File: config.mk
export PLATFORM = sky130hd
export DESIGN_NAME = lqm_top
export DESIGN_NICKNAME = d
export VERILOG_FILES = /design/src/pkg/lqm_pkg.sv /design/src/core/lqm_compare.sv /design/src/core/lqm_limit_bank.sv /design/src/core/lqm_top.sv
export SDC_FILE = /design/constraint.sdc
export NUM_CORES = 1
export LEC_CHECK = 0
export ABC_AREA = 0
export BUFFER_PORTS_ARGS = -buffer_cell sky130_fd_sc_hd__clkbuf_2
export CORE_MARGIN = 2
export CORE_UTILIZATION = 55
export CTS_CLUSTER_DIAMETER = 50
export DETAILED_ROUTE_END_ITERATION = 12
export MAX_ROUTING_LAYER = met4
export PLACE_DENSITY = 0.79
export SYNTH_ARGS = -nofsm -noshare
export SYNTH_HDL_FRONTEND = slang
export SYNTH_SLANG_ARGS = --single-unit
File: constraint.sdc
create_clock -name i_clock -period 3.12 [get_ports i_clock]
set_input_delay 0.624 -clock i_clock [delete_from_list [all_inputs] [get_ports i_clock]]
set_output_delay 0.624 -clock i_clock [all_outputs]
set_load 0.01 [all_outputs]
File: src/pkg/lqm_pkg.sv
// constants and types shared by the link quality monitor files
package lqm_pkg;
	localparam int LQM_AW = 5;
	localparam int LQM_DW = 16;
	localparam int LQM_PW = 8;
	localparam int LQM_NPARAM = 5;
	localparam int LQM_NWARN = 10;
	// register indices
	localparam logic [LQM_AW-1:0] LQM_ADDR_MONITOR = 5'h1D;
	localparam logic [LQM_AW-1:0] LQM_ADDR_ACCESS = 5'h1E;
	localparam logic [LQM_AW-1:0] LQM_ADDR_INT_STAT = 5'h10;
	localparam logic [LQM_AW-1:0] LQM_ADDR_INT_CLR = 5'h11;
	localparam logic [LQM_AW-1:0] LQM_ADDR_INT_EN = 5'h12;
	localparam logic [LQM_AW-1:0] LQM_ADDR_RESET_CTL = 5'h13;
	// monitor register fields
	localparam int LQM_BIT_ENABLE = 15;
	localparam int LQM_WARN_MSB = 9;
	// access register fields
	localparam int LQM_BIT_WSTROBE = 12;
	localparam int LQM_SEL_MSB = 11;
	localparam int LQM_SEL_LSB = 9;
	localparam int LQM_BIT_HILO = 8;
	localparam int LQM_DATA_MSB = 7;
	// parameter selector codes
	localparam logic [2:0] LQM_SEL_EQ_COEFF = 3'h0;
	localparam logic [2:0] LQM_SEL_GAIN = 3'h1;
	localparam logic [2:0] LQM_SEL_WANDER = 3'h2;
	localparam logic [2:0] LQM_SEL_FOFFSET = 3'h3;
	localparam logic [2:0] LQM_SEL_FCTRL = 3'h4;
	// interrupt and reset-control fields
	localparam int LQM_INT_WARN = 0;
	localparam int LQM_INT_RESET = 1;
	localparam int LQM_NINT = 2;
	localparam int LQM_BIT_AUTO_RESET = 0;
	localparam logic [LQM_DW-1:0] LQM_RESET_VALUE = 16'h0000;
	localparam logic [LQM_PW-1:0] LQM_LOW_LIMIT_RST = 8'h00;
	localparam logic [LQM_PW-1:0] LQM_HIGH_LIMIT_RST = 8'hFF;
	// link reset pulse timing
	localparam int LQM_CLOCK_HZ = 25000000;
	localparam int LQM_LINK_RESET_US = 1;
	localparam int LQM_LINK_RESET_CYC = (LQM_CLOCK_HZ / 1000000) * LQM_LINK_RESET_US;

	typedef enum logic [2:0] {
		LQM_RS_IDLE = 3'b001,
		LQM_RS_PULSE = 3'b010,
		LQM_RS_WAIT = 3'b100
	} lqm_rst_state_t;
endpackage
File: src/core/lqm_compare.sv
// per-parameter limit comparison
`timescale 1ns/1ps
module lqm_compare
	import lqm_pkg::*;
#(
	parameter int PW = LQM_PW
) (
	// clock and reset
	input wire logic i_clock,
	input wire logic i_rst_n,
	// inputs
	input wire logic i_active,
	input wire logic [PW-1:0] i_value,
	input wire logic [PW-1:0] i_low,
	input wire logic [PW-1:0] i_high,
	// violations, registered
	output logic o_high_hit,
	output logic o_low_hit
);
	// an at-max high limit or at-min low limit can never be crossed
	always_ff @(posedge i_clock or negedge i_rst_n) begin
		if (!i_rst_n) begin
			o_high_hit <= 1'b0;
			o_low_hit <= 1'b0;
		end else begin
			o_high_hit <= i_active && (i_value > i_high);
			o_low_hit <= i_active && (i_value < i_low);
		end
	end
endmodule

File: src/core/lqm_limit_bank.sv
// threshold storage for the five monitored parameters
`timescale 1ns/1ps
module lqm_limit_bank
	import lqm_pkg::*;
#(
	parameter int PW = LQM_PW
) (
	// clock and reset
	input wire logic i_clock,
	input wire logic i_rst_n,
	// write port
	input wire logic i_write,
	input wire logic [2:0] i_select,
	input wire logic i_high,
	input wire logic [PW-1:0] i_value,
	// limits, one per parameter
	output logic [LQM_NPARAM-1:0][PW-1:0] o_low,
	output logic [LQM_NPARAM-1:0][PW-1:0] o_high
);
	// limits reset wide open so no check fires before software programs them
	always_ff @(posedge i_clock or negedge i_rst_n) begin
		if (!i_rst_n) begin
			o_low <= '{default: LQM_LOW_LIMIT_RST};
			o_high <= '{default: LQM_HIGH_LIMIT_RST};
		end else if (i_write && (i_select < 3'(LQM_NPARAM))) begin
			if (i_high) begin
				o_high[i_select] <= i_value;
			end else begin
				o_low[i_select] <= i_value;
			end
		end
	end
endmodule

File: src/core/lqm_top.sv
// link quality monitor: registers, warning flags, interrupt, link reset
// What this block does
// - monitor only when enabled with 100Mb link
// - first violation per arming raises interrupt if its enable set; a monitor read re-arms
// - monitor read returns flags then clears, re-arms
// - bits 9/8 frequency control high/low
// - bits 7/6 frequency offset high/low
// - bits 5/4 baseline wander high/low
// - bits 3/2 gain control high/low
// - bits 1/0 equalizer coefficient high/low
// - bits 14:10 ignore writes, read zero
// - automatic 100Mb link reset on warnings
// - selector picks parameter, bit picks low/high
// - write strobe loads limit, reads zero
`timescale 1ns/1ps
module lqm_top
	import lqm_pkg::*;
#(
	parameter int PW = LQM_PW,
	parameter int RESET_CYC = LQM_LINK_RESET_CYC
) (
	// clock and reset
	input wire logic i_clock,
	input wire logic i_rst_n,
	// register port
	input wire logic [LQM_AW-1:0] i_addr,
	input wire logic [LQM_DW-1:0] i_wdata,
	input wire logic i_wr,
	input wire logic i_rd,
	output logic [LQM_DW-1:0] o_rdata,
	// receiver status and adapted parameters
	input wire logic i_link_100_valid,
	input wire logic [PW-1:0] i_eq_coeff,
	input wire logic [PW-1:0] i_gain_level,
	input wire logic [PW-1:0] i_wander_corr,
	input wire logic [PW-1:0] i_freq_offset,
	input wire logic [PW-1:0] i_freq_control,
	// outputs
	output logic o_irq,
	output logic o_link_reset
);
	logic enable_r;
	logic [LQM_NWARN-1:0] warn_r;
	logic [LQM_NWARN-1:0] warn_hit;
	logic [LQM_NWARN-1:0] warn_nxt;
	logic [2:0] select_r;
	logic high_sel_r;
	logic [LQM_NINT-1:0] int_stat_r;
	logic [LQM_NINT-1:0] int_en_r;
	logic [LQM_NINT-1:0] int_event;
	logic auto_reset_en_r;
	logic armed_r;
	logic [LQM_NPARAM-1:0][PW-1:0] low_lim;
	logic [LQM_NPARAM-1:0][PW-1:0] high_lim;
	logic [LQM_NPARAM-1:0][PW-1:0] params;
	logic active;
	logic limit_write;
	logic rd_monitor;
	logic new_warn;
	logic reset_done;
	lqm_rst_state_t rs_r;
	lqm_rst_state_t rs_nxt;
	logic [$clog2(RESET_CYC+1)-1:0] rs_cnt_r;

	function automatic logic hit(input logic [LQM_AW-1:0] a, input logic [LQM_AW-1:0] k);
		return a == k;
	endfunction

	assign active = enable_r && i_link_100_valid;
	assign limit_write = i_wr && hit(i_addr, LQM_ADDR_ACCESS) && i_wdata[LQM_BIT_WSTROBE];
	assign rd_monitor = i_rd && hit(i_addr, LQM_ADDR_MONITOR);

	// indexed by selector code
	assign params[LQM_SEL_EQ_COEFF] = i_eq_coeff;
	assign params[LQM_SEL_GAIN] = i_gain_level;
	assign params[LQM_SEL_WANDER] = i_wander_corr;
	assign params[LQM_SEL_FOFFSET] = i_freq_offset;
	assign params[LQM_SEL_FCTRL] = i_freq_control;

	lqm_limit_bank #(
		.PW(PW)
	) u_bank (
		.i_clock(i_clock),
		.i_rst_n(i_rst_n),
		.i_write(limit_write),
		.i_select(i_wdata[LQM_SEL_MSB:LQM_SEL_LSB]),
		.i_high(i_wdata[LQM_BIT_HILO]),
		.i_value(i_wdata[LQM_DATA_MSB:0]),
		.o_low(low_lim),
		.o_high(high_lim)
	);

	// warning bit 2k is low, 2k+1 is high, k is the selector code
	for (genvar k = 0; k < LQM_NPARAM; k++) begin : g_cmp
		lqm_compare #(
			.PW(PW)
		) u_cmp (
			.i_clock(i_clock),
			.i_rst_n(i_rst_n),
			.i_active(active),
			.i_value(params[k]),
			.i_low(low_lim[k]),
			.i_high(high_lim[k]),
			.o_high_hit(warn_hit[2*k+1]),
			.o_low_hit(warn_hit[2*k])
		);
	end

	// a hit in the read cycle survives the clear
	always_comb begin
		warn_nxt = rd_monitor ? warn_hit : (warn_r | warn_hit);
	end

	always_ff @(posedge i_clock or negedge i_rst_n) begin
		if (!i_rst_n) begin
			warn_r <= '0;
		end else begin
			warn_r <= warn_nxt;
		end
	end

	// one interrupt event per arming; a read re-arms
	assign new_warn = armed_r && (|warn_hit);

	always_ff @(posedge i_clock or negedge i_rst_n) begin
		if (!i_rst_n) begin
			armed_r <= 1'b1;
		end else if (new_warn) begin
			armed_r <= 1'b0;
		end else if (rd_monitor) begin
			armed_r <= 1'b1;
		end
	end

	always_ff @(posedge i_clock or negedge i_rst_n) begin
		if (!i_rst_n) begin
			enable_r <= 1'b0;
			select_r <= 3'h0;
			high_sel_r <= 1'b0;
			int_en_r <= '0;
			auto_reset_en_r <= 1'b0;
		end else if (i_wr) begin
			if (hit(i_addr, LQM_ADDR_MONITOR)) begin
				enable_r <= i_wdata[LQM_BIT_ENABLE];
			end
			if (hit(i_addr, LQM_ADDR_ACCESS)) begin
				select_r <= i_wdata[LQM_SEL_MSB:LQM_SEL_LSB];
				high_sel_r <= i_wdata[LQM_BIT_HILO];
			end
			if (hit(i_addr, LQM_ADDR_INT_EN)) begin
				int_en_r <= i_wdata[LQM_NINT-1:0];
			end
			if (hit(i_addr, LQM_ADDR_RESET_CTL)) begin
				auto_reset_en_r <= i_wdata[LQM_BIT_AUTO_RESET];
			end
		end
	end

	assign int_event[LQM_INT_WARN] = new_warn;
	assign int_event[LQM_INT_RESET] = reset_done;

	// set beats clear in the same cycle
	always_ff @(posedge i_clock or negedge i_rst_n) begin
		if (!i_rst_n) begin
			int_stat_r <= '0;
		end else if (i_wr && hit(i_addr, LQM_ADDR_INT_CLR)) begin
			int_stat_r <= (int_stat_r & ~i_wdata[LQM_NINT-1:0]) | int_event;
		end else begin
			int_stat_r <= int_stat_r | int_event;
		end
	end

	always_ff @(posedge i_clock or negedge i_rst_n) begin
		if (!i_rst_n) begin
			o_irq <= 1'b0;
		end else begin
			o_irq <= |((int_stat_r | int_event) & int_en_r);
		end
	end

	// link reset: pulse, then wait for the link to drop
	always_comb begin
		rs_nxt = rs_r;
		unique case (rs_r)
			LQM_RS_IDLE: begin
				if (auto_reset_en_r && new_warn) begin
					rs_nxt = LQM_RS_PULSE;
				end
			end
			LQM_RS_PULSE: begin
				if (rs_cnt_r == '0) begin
					rs_nxt = LQM_RS_WAIT;
				end
			end
			LQM_RS_WAIT: begin
				if (!i_link_100_valid) begin
					rs_nxt = LQM_RS_IDLE;
				end
			end
			default: rs_nxt = LQM_RS_IDLE;
		endcase
	end

	assign reset_done = (rs_r == LQM_RS_PULSE) && (rs_cnt_r == '0);

	always_ff @(posedge i_clock or negedge i_rst_n) begin
		if (!i_rst_n) begin
			rs_r <= LQM_RS_IDLE;
			rs_cnt_r <= '0;
			o_link_reset <= 1'b0;
		end else begin
			rs_r <= rs_nxt;
			o_link_reset <= (rs_nxt == LQM_RS_PULSE);
			if (rs_r == LQM_RS_IDLE) begin
				rs_cnt_r <= $bits(rs_cnt_r)'(RESET_CYC - 1);
			end else if (rs_cnt_r != '0) begin
				rs_cnt_r <= rs_cnt_r - 1'b1;
			end
		end
	end

	// read data, one cycle after the strobe; unmapped reads zero
	always_ff @(posedge i_clock or negedge i_rst_n) begin
		if (!i_rst_n) begin
			o_rdata <= LQM_RESET_VALUE;
		end else begin
			o_rdata <= '0;
			if (i_rd) begin
				if (hit(i_addr, LQM_ADDR_MONITOR)) begin
					o_rdata[LQM_BIT_ENABLE] <= enable_r;
					o_rdata[LQM_WARN_MSB:0] <= warn_r;
				end else if (hit(i_addr, LQM_ADDR_ACCESS)) begin
					o_rdata[LQM_SEL_MSB:LQM_SEL_LSB] <= select_r;
					o_rdata[LQM_BIT_HILO] <= high_sel_r;
					if (select_r < 3'(LQM_NPARAM)) begin
						o_rdata[LQM_DATA_MSB:0] <= high_sel_r ? high_lim[select_r]
							: low_lim[select_r];
					end
				end else if (hit(i_addr, LQM_ADDR_INT_STAT)) begin
					o_rdata[LQM_NINT-1:0] <= int_stat_r;
				end else if (hit(i_addr, LQM_ADDR_INT_EN)) begin
					o_rdata[LQM_NINT-1:0] <= int_en_r;
				end else if (hit(i_addr, LQM_ADDR_RESET_CTL)) begin
					o_rdata[LQM_BIT_AUTO_RESET] <= auto_reset_en_r;
				end
			end
		end
	end
endmodule

==> results_dict.tcl, run 1 <==
set metrics [dict create \
    initial_core_util 0.561 \
    tightest_slew_ns 0.899 \
    ant_nets 0 \
    tns_ns 0 \
    vias_per_cell 5.99 \
    detail_route.drc_violations 0 \
    wire_length_of_the_first_global_routing_pass_um 30800 \
    grt_antenna_before_repair 0 \
    insertedDiodeCount 0 \
    number_of_enable_flip_flop_cells_after_synthesis 0 \
    detail_route.iter0.violations 410 \
    cts_h_tree_lvls 4 \
    die-width_um 123 \
    globalRoute.totalOverflow 0 \
    post_cts_buffers 0 \
    grt_setup_unrepaired "no" \
    grt_start_max_net_pins 63 \
    grt_util_all_layers 0.280 \
    via_count_of_the_first_global_routing_pass 6126 \
    cp_max_fo 9 \
    max-vdd-ir-drop_v 0.000439 \
    timing.critical_path.required_ns 3.42 \
    gp_routability_congestion 0.900 \
    cts_tree "yes" \
    crit_path_start_kind "input port" \
    cts_buf_count 17 \
    period_needed_ns 2.13 \
    clk_transition_reported_paths_ns 0.06 \
    floorplan.rows 43 \
    setup.worst_path.start "i_addr[0]" \
    placed_cells 923 \
    slew_viols_final 0 \
    final-setup-viol-count 0 \
    placement.cell_area_sq_um 8340 \
    layout_worst_path_cycle_share 0.684 \
    area_growth_syn_to_layout_pct 15.3 \
    final_nets 905 \
    synth_largest_area_cell "sky130_fd_sc_hd__dfrtp_1" \
    clk-insertion-delay-late_ns 0.42 \
    post_cts_hold_buffer_count 0 \
    dr_total_vias 5723 \
    postSynth.asyncResetShare 1.00 \
    fp.dieArea_sq_um 15100 \
    detailedRoute.firstPassIterationCount 7 \
    synth_area_leaders "sky130_fd_sc_hd__dfrtp_1 30%, sky130_fd_sc_hd__dfstp_2 14%, sky130_fd_sc_hd__ha_1 12%" \
    final_hold_viol_count 0 \
    power-per-cell-area_nw_per_um2 541 \
    synth-seq-area-share 0.437 \
    drv.max_cap_violation_count 0 \
    critPathKind "input port to flip-flop" \
    synth.cell_area_sq_um 7790 \
    cts-root-buf "sky130_fd_sc_hd__clkbuf_16" \
    dp.final_hpwl_um 14500 \
    pin_count 84 \
    run_status "finished, final reports clean" \
    synth.ff_latch_count 134 \
    die_height_um 123 \
    yosysTopAreaCellShare 0.296 \
    syn_area_per_cell_sq_um 11.4 \
    cellLeakagePower_nw 4.09 \
    synth_cells 685 \
    max_slew_margin 0.401 \
    core-area_sq_um 13900 \
    layout-drive-gt1-share 0.346 \
    ys_types 50 \
    finish.instance_area_sq_um 8980 \
    routedWlPerCell_um 20.1 \
    worst_r2r_start "select_r[0]" \
    hold_path_class "input port to asynchronous set/reset pin" \
    worstPathArrival_ns 2.43 \
    yosysWarningCount 0 \
    fmax_ghz 0.469 \
    skew_final_ns 0.00897 \
    timing.critical_path.to_type "flip-flop" \
    cts_resizes 0 \
    ys_dominant_reg_cell "sky130_fd_sc_hd__dfrtp_1" \
    n_fill_cell 1022 \
    drt-total-wl_um 19200 \
    clock_sinks 134 \
    layout.cells.non_filler 955 \
    clock_path_buffers 2 \
    portBuffers 78 \
]
final timing paths:
path	end	slack, ns	depth (start not counted)
setup reg to reg	o_rdata[4]	1.09	5
setup / recovery	u_bank.o_low[6]	0.99	5
hold / removal	rs_cnt_r[3]	0.20	1
hold reg to reg	warn_r[9]	0.47	1
min in group i_clock	enable_r	0.44	2
max in group asynchronous	u_bank.o_high[22]	2.05	2
report_power, final:
group          total [W]  switching [W]  internal [W]  leakage [nW]
logic           0.000688       0.000367      0.000321          2.14
registers        0.00202       0.000147       0.00187          1.65
clock network    0.00215       0.000742       0.00141         0.302
total            0.00486        0.00126       0.00361          4.09
cell families after synthesis:
kind of cell	count (synthesis)	share of synthesized area
multiplexers	115	0.181
other	1	0.000481
AND/OR/NAND/NOR	111	0.0829
flip-flops	134	0.437
buffers and inverters	109	0.0569
adder cells (fa/ha/maj)	77	0.124
XOR/XNOR	2	0.00225
AO/OA/AOI/OAI	136	0.116
cells in the mapped netlist, drive strengths merged, types with 7 or more instances:
cell type   n
ha         77
a21o       33
nand2b      9
o21ai      15
clkbuf     12
nand2      19
nor3       11
nor2       20
nand3       7
inv        79
nand3b      7
dfrtp      92
mux2       90
a21oi      36
buf        18
nor2b       8
mux2i      16
a22oi      10
mux4        9
nand4      12
dfstp      42
o21a       10
routing by layer:
layer,track usage,vias up,wire length (um)
met4,0.129,0,747
li1,-,2596,-
met2,0.456,233,9520
met5,-,-,0
met3,0.0558,60,1080
met1,0.338,2834,7900
layout make-up:
cell class	count	area [sq um]	share of cell area
clock buffers	18	429	0.0478
clock inverters	14	209	0.0233
inverters	79	297	0.0330
multi-input cells	444	3950	0.440
flip-flops and latches	134	3410	0.379
well taps	180	225	0.0251
repair buffers	86	465	0.0518
state kept, by name, summed over array words and instances, names as in the netlist, 2 cells and up:
signal	cells
rs_r	3
u_bank.o_high	40
rs_cnt_r	5
int_stat_r	2
g_cmp.u_cmp.o_low_hit	5
g_cmp.u_cmp.o_high_hit	5
o_rdata	13
select_r	3
int_en_r	2
u_bank.o_low	40
warn_r	10
critical path: stages:
cell,delay [ns]
sky130_fd_sc_hd__clkbuf_2,0.15
sky130_fd_sc_hd__nand3b_4,0.19
sky130_fd_sc_hd__nor2_2,0.26
sky130_fd_sc_hd__or4b_1,0.78
sky130_fd_sc_hd__mux2_4,0.41
per-stage QoR:
| stage | power, W | utilization | hold WS, ns | setup WS, ns |
|---|---|---|---|---|
| after floorplan | 0.00244 | - | 0.328 | 0.913 |
| after global placement | 0.00267 | 0.601 | 0.442 | 0.592 |
| after detailed placement | 0.00271 | 0.601 | 0.447 | 0.571 |
| after CTS | 0.00488 | 0.647 | 0.219 | 1.01 |
| after global routing | 0.00506 | 0.647 | 0.244 | 0.866 |
| final | 0.00486 | 0.647 | 0.202 | 0.986 |
placed cells by master, fill, tap and decap left out, drive strengths merged, types with 11 or more instances in the layout:
cell,netlist,layout
clkbuf,12,95
dfrtp,92,92
mux2,90,90
inv,79,79
ha,77,77
dfstp,42,42
a21oi,36,36
a21o,33,33
nor2,20,20
nand2,19,19
mux2i,16,16
o21ai,15,15
nand4,12,12
nor3,11,11
Power figures use the tool's default switching activity.
==> inputs of run 2 (changes only) <==
Settings changed: ABC_AREA 0 to 1, CORE_UTILIZATION 55 to 54, PLACE_DENSITY 0.79 to 0.81.
Clock period 3.12 ns to 1.8 ns, I/O delays scaled along.
==> results_dict.tcl, run 2 <==
set metrics [dict create \
    via_count_of_the_first_global_routing_pass 6679 \
    cp_max_fo 3 \
    syn_area_per_cell_sq_um 8.19 \
    reg.largest.list "u_bank.o_high (40), u_bank.o_low (40), o_rdata (13)" \
    postSynth.asyncResetShare 1.00 \
    detail_route.iter0.violations 762 \
    timing.critical_path.to_type "flip-flop" \
    portBuffers 78 \
    final_hold_viol_count 0 \
    synth_cells 991 \
    post-route-util 0.651 \
    ys_types 34 \
    initial_core_util 0.557 \
    grt_start_max_net_pins 40 \
    slew_viols_final 0 \
    post_cts_hold_buffer_count 1 \
    ant_nets 0 \
    cts_resizes 0 \
    skew_final_ns 0.00817 \
    drt-total-wl_um 21600 \
    period_needed_ns 1.73 \
    yosysWarningCount 0 \
    dr_total_vias 7195 \
    most_numerous_cell_types_in_the_synthesized_netlist "219 x sky130_fd_sc_hd__nand2_1, 141 x sky130_fd_sc_hd__inv_1, 99 x sky130_fd_sc_hd__o21ai_0, 92 x sky130_fd_sc_hd__dfrtp_1, 80 x sky130_fd_sc_hd__nand3_1" \
    finalPower_w 0.00881 \
    finish.instance_area_sq_um 9490 \
    tns_ns 0 \
    dp.final_hpwl_um 16200 \
    fmax_ghz 0.578 \
    synth.ff_latch_count 134 \
    grt_antenna_before_repair 0 \
    synth-seq-area-share 0.419 \
    number_of_enable_flip_flop_cells_after_synthesis 0 \
    grt_setup_unrepaired "no" \
    cts_h_tree_lvls 4 \
    die_height_um 127 \
    synth_area_leaders "sky130_fd_sc_hd__dfrtp_1 28%, sky130_fd_sc_hd__dfstp_2 14%, sky130_fd_sc_hd__ha_1 12%" \
    clock_sinks 134 \
    mostFrequentLayoutCells "219 x sky130_fd_sc_hd__nand2_1, 141 x sky130_fd_sc_hd__inv_1, 99 x sky130_fd_sc_hd__o21ai_0, 92 x sky130_fd_sc_hd__dfrtp_1, 80 x sky130_fd_sc_hd__nand3_1" \
    area_growth_syn_to_layout_pct 16.9 \
    max-vdd-ir-drop_v 0.000810 \
    power-per-cell-area_nw_per_um2 928 \
    layout_worst_path_cycle_share 0.960 \
    yosysTopAreaCellShare 0.284 \
    clk-insertion-delay-late_ns 0.43 \
    drv.max_cap_violation_count 0 \
    hold_path_class "input port to flip-flop" \
    wire_length_of_the_first_global_routing_pass_um 34100 \
    clock_path_buffers 2 \
    max_slew_margin 0.652 \
    run_status "finished, final reports clean" \
    vias_per_cell 5.59 \
    die-width_um 127 \
    detail_route.drc_violations 0 \
    insertedDiodeCount 0 \
    cellLeakagePower_nw 4.74 \
    fp.dieArea_sq_um 16000 \
    synth_largest_area_cell "sky130_fd_sc_hd__dfrtp_1" \
    pin_count 84 \
    timing.critical_path.required_ns 2.08 \
    post_cts_buffers 0 \
    layout-drive-gt1-share 0.218 \
    floorplan.rows 44 \
    tightest_slew_ns 0.521 \
    placement.cell_area_sq_um 8810 \
    crit_path_start_kind "flip-flop" \
    final-setup-viol-count 0 \
    critPathKind "flip-flop to flip-flop" \
    synthMostInstantiatedCell "sky130_fd_sc_hd__nand2_1" \
    globalRoute.totalOverflow 0 \
    gp_routability_congestion 0.901 \
    worstPathArrival_ns 2.01 \
    grt_util_all_layers 0.284 \
    final_common_cell "sky130_fd_sc_hd__nand2_1" \
    core-area_sq_um 14600 \
    final_nets 1233 \
    cts_buf_count 17 \
    synth.cell_area_sq_um 8120 \
    routedWlPerCell_um 16.8 \
    cts_tree "yes" \
    detailedRoute.firstPassIterationCount 6 \
    cts-root-buf "sky130_fd_sc_hd__clkbuf_16" \
    clk_transition_reported_paths_ns 0.06 \
    ys_dominant_reg_cell "sky130_fd_sc_hd__dfrtp_1" \
]
==> run 2: stage by stage <==
stage          cells  worst slack (ns)  hold slack, ns
6_report        1287            0.0714           0.212
5_1_grt         1287            0.0426           0.230
4_1_cts         1287             0.163           0.204
3_5_place_dp    1254             0.150           0.341
3_3_place_gp    1254             0.182           0.341
2_1_floorplan    993             0.375          0.0644
==> run 2: critical path: stages, from the launching register on <==
cell	delay, ns
sky130_fd_sc_hd__dfstp_2	0.55
sky130_fd_sc_hd__inv_1	0.04
sky130_fd_sc_hd__ha_1	0.28
sky130_fd_sc_hd__nand2_1	0.05
sky130_fd_sc_hd__inv_1	0.06
sky130_fd_sc_hd__o21ai_0	0.09
sky130_fd_sc_hd__nand2_1	0.07
sky130_fd_sc_hd__nand2_1	0.04
sky130_fd_sc_hd__a21oi_1	0.38
==> run 2: final timing paths <==
kind	end	cells past startpoint	slack, ns	startpoint
hold reg to reg	warn_r[9]	2	0.46	g_cmp[4].u_cmp.o_high_hit
max in group asynchronous	u_bank.o_high[9]	3	0.73	i_rst_n
setup / recovery	g_cmp[3].u_cmp.o_high_hit	8	0.07	u_bank.o_high[27]
setup reg to reg	g_cmp[3].u_cmp.o_high_hit	8	0.07	u_bank.o_high[27]
min in group asynchronous	o_rdata[4]	2	0.44	i_rst_n
hold / removal	rs_r[2]	3	0.21	i_link_100_valid
==> run 2: power by group <==
part | total (W) | internal, W | switching (W)
Combinational | 0.00154 | 0.000512 | 0.00102
Sequential | 0.00334 | 0.00322 | 0.000116
Clock | 0.00394 | 0.00262 | 0.00132
==> run 2: area by class of cell <==
type,count,area [sq um]
sequential,134,3410
clock buffer,18,439
tap,184,230
multi-input combinational,682,3980
inverter,150,563
clock inverter,14,230
timing repair buffer,105,648
fill,1176,5090
==> run 2: cells by family after synthesis <==
kind of cell / share of synthesized area
and+or+nand+nor: 0.224
AOI/OAI and AO/OA: 0.144
adders and majority gates: 0.119
DFF: 0.419
xor gates and xnor gates: 0.00108
other: 0.000462
buffers and inverters: 0.0915
==> run 2: per-layer routing <==
metal,global-route usage,routed length (um),up-vias
met5,-,0,-
met4,0.129,825,0
met3,0.0531,1820,45
met2,0.435,9990,383
met1,0.369,9010,3316
li1,-,-,3451
